[config.mk]
export PLATFORM = sky130hd
export DESIGN_NAME = mon_cfg_regs
export DESIGN_NICKNAME = d
export VERILOG_FILES = /design/src/verilog/mon_cfg_pkg.sv /design/src/verilog/mon_cfg_regs.sv
export SDC_FILE = /design/constraint.sdc
export NUM_CORES = 1
export LEC_CHECK = 0
export BUFFER_PORTS_ARGS = -buffer_cell sky130_fd_sc_hd__buf_4
export CORE_MARGIN = 5
export CORE_UTILIZATION = 40
export CTS_BUF_LIST = sky130_fd_sc_hd__clkbuf_16
export DETAILED_ROUTE_END_ITERATION = 8
export PLACE_DENSITY = 0.75
export SLEW_MARGIN = 20
export SYNTH_ARGS = -nofsm -noshare
export SYNTH_HDL_FRONTEND = slang
export SYNTH_SLANG_ARGS = --single-unit
[constraint.sdc]
create_clock -name mclk -period 2.7 [get_ports mclk]
set_clock_uncertainty 0.15 [all_clocks]
set_input_delay 0.54 -clock mclk [delete_from_list [all_inputs] [get_ports mclk]]
set_output_delay 0.54 -clock mclk [all_outputs]
set_load 0.005 [all_outputs]
[src/verilog/mon_cfg_pkg.sv]
/*
  Constants for the two lockable monitor configuration registers.
  Assumes a byte-wide internal register port from the serial slave decoder.
*/
`default_nettype none
package mon_cfg_pkg;
  // Register offsets.
  localparam logic [7:0] TEMP_FORMAT_OVERTEMP_CONFIG_ADDR = 8'h7c;
  localparam logic [7:0] PIN_FUNCTION_ATTENUATOR_CONFIG_ADDR = 8'h7d;
  // Reset values.
  localparam logic [7:0] TEMP_FORMAT_OVERTEMP_CONFIG_RST = 8'h05;
  localparam logic [7:0] PIN_FUNCTION_ATTENUATOR_CONFIG_RST = 8'h00;
  // Field positions of the format register.
  localparam int TWOS_COMP_SELECT_BIT = 0;
  localparam int OFFSET_RESOLUTION_SELECT_BIT = 1;
  localparam int ALERT_PIN_FUNCTION_LSB = 2;
  localparam int CPU_CONTROL_TEMP_OVERTEMP_EN_BIT = 4;
  localparam int REMOTE_ONE_OVERTEMP_EN_BIT = 5;
  localparam int LOCAL_OVERTEMP_EN_BIT = 6;
  localparam int REMOTE_TWO_OVERTEMP_EN_BIT = 7;
  // Field positions of the pin and divider register.
  localparam int TACH_PIN_FUNCTION_LSB = 0;
  localparam int OVERTEMP_OUTPUT_OFF_BIT = 2;
  localparam int DIVIDER_BYPASS_LSB = 3;
  // Alert pin function codes.
  localparam logic [1:0] ALERT_PIN_SMBALERT = 2'h0;
  localparam logic [1:0] ALERT_PIN_OVERTEMP = 2'h1;
  localparam logic [1:0] ALERT_PIN_SPARE_IO = 2'h2;
  // Tach pin function codes.
  localparam logic [1:0] TACH_PIN_FAN_SPEED = 2'h0;
  localparam logic [1:0] TACH_PIN_OVERTEMP = 2'h1;
  localparam logic [1:0] TACH_PIN_SMBALERT = 2'h2;
  // Limit values that switch a channel off in each encoding.
  localparam logic [7:0] LIMIT_OFF_OFFSET64 = 8'h00;
  localparam logic [7:0] LIMIT_OFF_TWOS = 8'h80;
  // Offset added to a signed reading in offset-64 mode.
  localparam logic [7:0] OFFSET64_BIAS = 8'h40;
endpackage : mon_cfg_pkg
`default_nettype wire

[src/verilog/mon_cfg_regs.sv]
/*
  Format and pin-function configuration registers with overtemp, pin mux and
  divider outputs.
  Assumes the serial slave decodes bus cycles into a one-cycle write strobe,
  a byte address and data, and that the lock bit arrives from register 1.
  Temperatures and limits arrive as raw register codes in the current encoding.
*/
`default_nettype none
module mon_cfg_regs (
  input wire logic mclk,
  input wire logic reset,
  input wire logic [7:0] reg_addr,
  input wire logic [7:0] reg_wdata,
  input wire logic reg_wr,
  output logic [7:0] reg_rdata,
  input wire logic cfg_lock,
  input wire logic [7:0] cpu_temp,
  input wire logic [7:0] cpu_control_limit,
  input wire logic [7:0] remote_one_temp,
  input wire logic [7:0] remote_one_limit,
  input wire logic [7:0] local_temp,
  input wire logic [7:0] local_limit,
  input wire logic [7:0] remote_two_temp,
  input wire logic [7:0] remote_two_limit,
  input wire logic smbalert_req,
  input wire logic spare_io_three_out,
  input wire logic spare_io_three_oe,
  output logic twos_comp_select,
  output logic offset_resolution_select,
  output logic overtemp_active,
  output logic overtemp_drive,
  output logic timer_input_only,
  output logic alert_pin_out,
  output logic alert_pin_oe,
  output logic tach_pin_out,
  output logic tach_pin_oe,
  output logic fan_four_speed_input_sel,
  output logic term_volt_divider_bypass,
  output logic v2p5_divider_bypass,
  output logic core_volt_divider_bypass,
  output logic v5_divider_bypass,
  output logic v12_divider_bypass
);
  // Stored register contents.
  logic [7:0] fmt_ff;
  logic [7:0] pin_ff;
  // Registered overtemp request so the pin is glitch free.
  logic ovt_ff;
  logic nxt_ovt;

  wire wr_ok = reg_wr && !cfg_lock;
  wire wr_fmt = wr_ok && (reg_addr == mon_cfg_pkg::TEMP_FORMAT_OVERTEMP_CONFIG_ADDR);
  wire wr_pin = wr_ok && (reg_addr == mon_cfg_pkg::PIN_FUNCTION_ATTENUATOR_CONFIG_ADDR);

  // Readback; unmapped addresses read zero.
  assign reg_rdata =
    (reg_addr == mon_cfg_pkg::TEMP_FORMAT_OVERTEMP_CONFIG_ADDR) ? fmt_ff :
    (reg_addr == mon_cfg_pkg::PIN_FUNCTION_ATTENUATOR_CONFIG_ADDR) ? pin_ff : 8'h00;

  assign twos_comp_select = fmt_ff[mon_cfg_pkg::TWOS_COMP_SELECT_BIT];
  assign offset_resolution_select = fmt_ff[mon_cfg_pkg::OFFSET_RESOLUTION_SELECT_BIT];

  // Flips bit 7 of a twos code (offset-64 codes pass unchanged) so one unsigned compare serves both modes.
  function automatic logic [7:0] to_ubias(input logic [7:0] code, input logic twos);
    to_ubias = twos ? (code ^ mon_cfg_pkg::LIMIT_OFF_TWOS) : code;
  endfunction : to_ubias

  function automatic logic limit_off(input logic [7:0] lim, input logic twos);
    limit_off = twos ? (lim == mon_cfg_pkg::LIMIT_OFF_TWOS)
                     : (lim == mon_cfg_pkg::LIMIT_OFF_OFFSET64);
  endfunction : limit_off

  // Per-channel over-limit with enable and disable value applied.
  function automatic logic chan_hot(input logic en, input logic [7:0] t,
                                    input logic [7:0] lim, input logic twos);
    chan_hot = en && !limit_off(lim, twos) && (to_ubias(t, twos) > to_ubias(lim, twos));
  endfunction : chan_hot

  wire tw = twos_comp_select;
  wire hot_cpu = chan_hot(fmt_ff[mon_cfg_pkg::CPU_CONTROL_TEMP_OVERTEMP_EN_BIT],
                          cpu_temp, cpu_control_limit, tw);
  wire hot_r1 = chan_hot(fmt_ff[mon_cfg_pkg::REMOTE_ONE_OVERTEMP_EN_BIT],
                         remote_one_temp, remote_one_limit, tw);
  wire hot_loc = chan_hot(fmt_ff[mon_cfg_pkg::LOCAL_OVERTEMP_EN_BIT],
                          local_temp, local_limit, tw);
  wire hot_r2 = chan_hot(fmt_ff[mon_cfg_pkg::REMOTE_TWO_OVERTEMP_EN_BIT],
                         remote_two_temp, remote_two_limit, tw);
  wire ovt_off = pin_ff[mon_cfg_pkg::OVERTEMP_OUTPUT_OFF_BIT];

  assign nxt_ovt = !ovt_off && (hot_cpu || hot_r1 || hot_loc || hot_r2);

  assign timer_input_only = ovt_off || (fmt_ff[7:4] == 4'h0);

  // Register writes; reset gives the power-on values.
  // power-on defaults
  always_ff @(posedge mclk or posedge reset)
  begin
    if (reset)
    begin
      fmt_ff <= mon_cfg_pkg::TEMP_FORMAT_OVERTEMP_CONFIG_RST;
      pin_ff <= mon_cfg_pkg::PIN_FUNCTION_ATTENUATOR_CONFIG_RST;
      ovt_ff <= 1'b0;
    end
    else
    begin
      if (wr_fmt)
      begin
        fmt_ff <= reg_wdata;
      end
      if (wr_pin)
      begin
        pin_ff <= reg_wdata;
      end
      ovt_ff <= nxt_ovt;
    end
  end

  // The overtemp signal is active low on the wire and open drain.
  assign overtemp_active = ovt_ff;
  assign overtemp_drive = ovt_ff;

  wire [1:0] alert_sel = fmt_ff[mon_cfg_pkg::ALERT_PIN_FUNCTION_LSB +: 2];
  wire [1:0] tach_sel = pin_ff[mon_cfg_pkg::TACH_PIN_FUNCTION_LSB +: 2];

  assign alert_pin_out =
    (alert_sel == mon_cfg_pkg::ALERT_PIN_SPARE_IO) ? spare_io_three_out : 1'b0;
  assign alert_pin_oe =
    (alert_sel == mon_cfg_pkg::ALERT_PIN_SMBALERT) ? smbalert_req :
    (alert_sel == mon_cfg_pkg::ALERT_PIN_OVERTEMP) ? ovt_ff :
    (alert_sel == mon_cfg_pkg::ALERT_PIN_SPARE_IO) ? spare_io_three_oe : 1'b0;

  assign tach_pin_out = 1'b0;
  assign tach_pin_oe =
    (tach_sel == mon_cfg_pkg::TACH_PIN_OVERTEMP) ? ovt_ff :
    (tach_sel == mon_cfg_pkg::TACH_PIN_SMBALERT) ? smbalert_req : 1'b0;
  assign fan_four_speed_input_sel = (tach_sel == mon_cfg_pkg::TACH_PIN_FAN_SPEED);

  assign term_volt_divider_bypass = pin_ff[mon_cfg_pkg::DIVIDER_BYPASS_LSB];
  assign v2p5_divider_bypass = pin_ff[mon_cfg_pkg::DIVIDER_BYPASS_LSB + 1];
  assign core_volt_divider_bypass = pin_ff[mon_cfg_pkg::DIVIDER_BYPASS_LSB + 2];
  assign v5_divider_bypass = pin_ff[mon_cfg_pkg::DIVIDER_BYPASS_LSB + 3];
  assign v12_divider_bypass = pin_ff[mon_cfg_pkg::DIVIDER_BYPASS_LSB + 4];

  // Locked write leaves both registers unchanged.
  property p_lock_hold;
    @(posedge mclk) disable iff (reset)
    (reg_wr && cfg_lock) |=> (fmt_ff == $past(fmt_ff)) && (pin_ff == $past(pin_ff));
  endproperty
  a_p_lock_hold: assert property (p_lock_hold) else $error("locked write changed config");

  // Unlocked write to the format register lands next cycle.
  property p_fmt_write;
    @(posedge mclk) disable iff (reset)
    (reg_wr && !cfg_lock && reg_addr == mon_cfg_pkg::TEMP_FORMAT_OVERTEMP_CONFIG_ADDR)
      |=> fmt_ff == $past(reg_wdata);
  endproperty
  a_p_fmt_write: assert property (p_fmt_write) else $error("format write lost");

  // Global off keeps the overtemp pin released.
  property p_ovt_off;
    @(posedge mclk) disable iff (reset)
    ovt_off [*2] |-> !ovt_ff;
  endproperty
  a_p_ovt_off: assert property (p_ovt_off) else $error("overtemp driven while off");

  // A hot local channel drives the pin one cycle later.
  property p_local_hot;
    @(posedge mclk) disable iff (reset)
    (hot_loc && !ovt_off) |=> ovt_ff;
  endproperty
  a_p_local_hot: assert property (p_local_hot) else $error("local overtemp missed");

  // Minimum limit in twos mode never drives remote one.
  property p_limit_off;
    @(posedge mclk) disable iff (reset)
    (tw && remote_one_limit == mon_cfg_pkg::LIMIT_OFF_TWOS) |-> !hot_r1;
  endproperty
  a_p_limit_off: assert property (p_limit_off) else $error("disabled limit fired");

  // Reserved alert pin code never drives.
  property p_alert_res;
    @(posedge mclk) disable iff (reset)
    (alert_sel == 2'h3) |-> !alert_pin_oe;
  endproperty
  a_p_alert_res: assert property (p_alert_res) else $error("reserved alert pin driven");

  // Reserved tach pin code never drives.
  property p_tach_res;
    @(posedge mclk) disable iff (reset)
    (tach_sel == 2'h3) |-> !tach_pin_oe && !fan_four_speed_input_sel;
  endproperty
  a_p_tach_res: assert property (p_tach_res) else $error("reserved tach pin driven");

  // All enables clear means no overtemp drive.
  property p_timer_only;
    @(posedge mclk) disable iff (reset)
    (fmt_ff[7:4] == 4'h0) [*2] |-> !ovt_ff && timer_input_only;
  endproperty
  a_p_timer_only: assert property (p_timer_only) else $error("timer input pin driven");
endmodule : mon_cfg_regs
`default_nettype wire

; Word level (Yosys, flattened, before mapping)
; Cells that the tools add are included.
[word_totals]
register_bits = 17
in_bits = 87
output_inout_bits = 23
word_cells = 74
[classes]
order_cmp = 4
eq_ne = 10
muxes = 20
n_bitwise = 8
reduce_logical = 29
[ops]
columns = operator, count
row1 = $mux 8, 10
row2 = $eq 8x8->1 const B, 4
row3 = $gt 8x8->1, 4
row4 = $logic_not 8->1, 4
row5 = $eq 8x7->1 const B, 2
row6 = $logic_and 1x1->1, 12
row7 = $mux 1, 10
row8 = $not 1->1, 8
row9 = $logic_not 1->1, 6
row10 = $eq 2x1->1 const B, 2
row11 = $eq 2x2->1 const B, 2
row12 = $logic_not 2->1, 2
row13 = $logic_not 4->1, 1
row14 = $logic_or 1x1->1, 4

; Depth between registers and ports, before layout
[depth]
ltp_word = 9
depth_mapped = 8

; Least setup slack after synthesis
; No wires, ideal clock.
[synth_path]
kind = input to output
start = input port reg_addr[1]
end = output port reg_rdata[0]
arrival_ns = 1.379
path_slack_ns = 0.631
stages = 3
path_buffers = 0
cell_sequence = nand4b_4 nor4_4 a22o_1
[synth_between]
elab_chain_len = 3
elab_cells_between_ends = 4
cone_classes = eq/ne: 2 / mux: 2
[synth_lines]
columns = element, line_no
row1 = from (decl), mon_cfg_regs.sv:12  ; input wire logic [7:0] reg_addr,
row2 = $eq 8x7->1, mon_cfg_regs.sv:58  ; (reg_addr == mon_cfg_pkg::PIN_FUNCTION_ATTENUATOR_CONFIG_ADDR) ? pin_ff : 8'h00;
row3 = $mux 8, mon_cfg_regs.sv:58
row4 = $mux 8 *, mon_cfg_regs.sv:57  ; (reg_addr == mon_cfg_pkg::TEMP_FORMAT_OVERTEMP_CONFIG_ADDR) ? fmt_ff :
row5 = to (decl), mon_cfg_regs.sv:15  ; output logic [7:0] reg_rdata,
; Mark *: on every way between the ends. The rest lies on a longest branch, timed or not.

; Final worst setup path
[layout_path]
start = input port reg_addr[1]
end = output port reg_rdata[5]
; The elaborated chain is that of the path after synthesis.

==> results.txt <==
Status: finished clean
CTS tree: done
Clk slew on worst S/H paths: 0.05 ns
First-pass GRT wire length: 7955 um
Placer Congestion: 0.7585
Period utilisation layout: 0.8801
Leak: 1.521 nW
Register area share after synthesis: 0.2368
Most frequent cells in the layout: buf_4 (110), ha_1 (32), inv_1 (31), mux2_2 (15), dfrtp_1 (15)
MaxCap Viol Count: 0
Startpoint Class: input pin
Synthesized net count: 308
Final Hold Vio Count: 0
Setup TNS: 0 ns
Final instance area: 0.002746 mm^2
Yosys warnings: 0
Area Overhead vs Synth: 52.01%
Post-route DRC: 0
Num CTS Buffers: 3
Initial core utilization: 0.4149
Root buffer cell: clkbuf_16
Full die area: 0.005961 mm^2
Layout cell share with drive strength beyond 1: 0.4548
Critical path class: input pin to primary output
Post-CTS Setup Bufs: 0
Final setup fails: 0
Routed WL: 4996 um
Post-Syn Area: 0.001807 mm^2
# IOs: 110
RSZ-0062 raised after global routing: false
Post-Syn Area per Cell: 9.559 um^2
Nets: 419
Largest net degree at the start of global routing: 18
Fmax: 420.8 MHz
Total congestion overflow: 0
Detail Route Antenna Nets: 0
GR peak layer: met2
Worst Path Max Fanout: 6
Site row count: 24
Post-CTS Resized: 0
CTS hold repair buffers: 0
Most common library cell in the layout ignoring fill and taps: buf_4
DP HPWL: 4380 um
Distinct cells, synth: 34
Worst hold path type: input pin to async pin
Met2 usage: 0.2736
Arr. time, crit path: 1.69 ns
PwrDens: 295.9 mW/mm^2
Rel. slew slack: 0.5623
Initial antenna violation count: 0
Slew @ Worst Pin: 0.6558 ns
Die span in y: 77.21 um
Vias in the first global route: 1,801
Maximum VDD drop: 0.3505 mV
Buffer depth of the longest clock path: 2
First-pass detailed-route iteration total: 4
Antenna cells: 0
Tmin final: 2.376 ns
Final Max Tran Viols: 0
CP endpoint kind: primary output
Die Wd: 77.21 um
Met3 Use GR: 0.05504
Cell area after placement: 0.002666 mm^2
Clk Latency, worst-skew pair: 0.24 ns
Port Buffer Count: 108
Core Area: 0.004354 mm^2
Cells after synthesis: 189
CP required: 2.01 ns
Flops & latches, synth: 17
Grt met1 use: 0.1866
Wire length per cell: 14.23 um
Vias: 1,835
H-tree depth: 1
GRT Overall Usage: 0.1568
Vias per Instance: 5.228
1st-iter DRT viols: 41
CTS sink count: 17
==> layout make-up <==
cell class	instances	area, um^2
clock buffer	3	75.07
clock inverter	1	5.005
fill	381	1608
inverter	31	116.4
multi-input combinational	137	1231
sequential	17	427.9
tap	52	65.06
timing repair buffer	110	825.8
==> path summary, 6_finish.rpt <==
path,cells past startpoint,from,end,slack (ns)
max in group asynchronous,2,reset,pin_ff[6],1.74
max,6,reg_addr[1],reg_rdata[5],0.32
max reg2reg,6,fmt_ff[0],overtemp_active,0.60
min reg2reg,1,pin_ff[2],overtemp_active,0.36
min in group mclk,1,pin_ff[2],overtemp_active,0.36
min,2,reset,pin_ff[1],0.24
==> Yosys cell counts, drive strengths merged <==
cell type | number | area [um^2]
ha | 32 | 400.4
inv | 31 | 116.4
mux2 | 16 | 183.9
dfrtp | 15 | 375.4
a21oi | 12 | 60.06
a22o | 8 | 70.07
nand4 | 8 | 50.05
nor4 | 6 | 67.56
o21ai | 6 | 30.03
a21boi | 4 | 30.03
a31oi | 4 | 25.02
buf | 4 | 31.27
nand3 | 4 | 20.02
nor2b | 4 | 25.02
nor3 | 4 | 20.02
o211ai | 4 | 30.03
o31ai | 4 | 30.03
xnor2 | 4 | 35.03
xor2 | 4 | 35.03
nand3b | 3 | 35.03
and3b | 2 | 17.52
dfstp | 2 | 52.55
nand2 | 2 | 7.510
a41oi | 1 | 8.760
conb | 1 | 3.750
mux2i | 1 | 10.01
nand4b | 1 | 23.77
nor2 | 1 | 3.750
o41ai | 1 | 8.760
==> logic make-up (layout without fill, tap and decap cells) <==
family | after synthesis | count (layout) | synth area share
other | 1 | 1 | 0.002076
and+or+nand+nor | 35 | 35 | 0.1496
muxes | 17 | 17 | 0.1073
AOI/OAI and AO/OA | 44 | 44 | 0.1621
xor gates and xnor gates | 8 | 8 | 0.03878
buffers and inverters | 35 | 145 | 0.08171
DFF | 17 | 17 | 0.2368
adders and majority gates | 32 | 32 | 0.2216
==> worst max-delay path, stage by stage <==
cell and delay, ns:
buf_4 0.11, nand4b_4 0.19, nor4_4 0.38, buf_4 0.21
a22o_1 0.14, buf_4 0.11
==> through the flow <==
step / worst slack (ns) / hold WS, ns / std cells / total power, mW / util
6_report: 0.3236 / 0.2423 / 351 / 0.8126 / 0.6307
5_1_grt: 0.2228 / 0.2954 / 351 / 0.8623 / 0.6307
4_1_cts: 0.3088 / 0.2653 / 351 / 0.8215 / 0.6307
3_5_place_dp: 0.3015 / 0.3549 / 347 / 0.5279 / 0.6124
3_3_place_gp: 0.3339 / 0.3598 / 347 / 0.5200 / 0.6124
2_1_floorplan: 0.6308 / 0.2930 / 189 / 0.3831 / -
==> flip-flops by register name, indices dropped and copies added (netlist names) <==
| name | count |
|---|---|
| pin_ff | 8 |
| fmt_ff | 8 |
| overtemp_active | 1 |
==> report_power, final <==
group,switching (mW),internal (mW)
sequential,0.00944,0.263
combinational,0.0998,0.149
clock,0.0930,0.198
==> per-layer routing <==
metal / part of all wire / wire, um
met1: 0.41 / 2045
met2: 0.47 / 2372
met3: 0.11 / 537
met4: 0.0082 / 41
met5: 0 / 0
(Power assumes the default switching activity.)
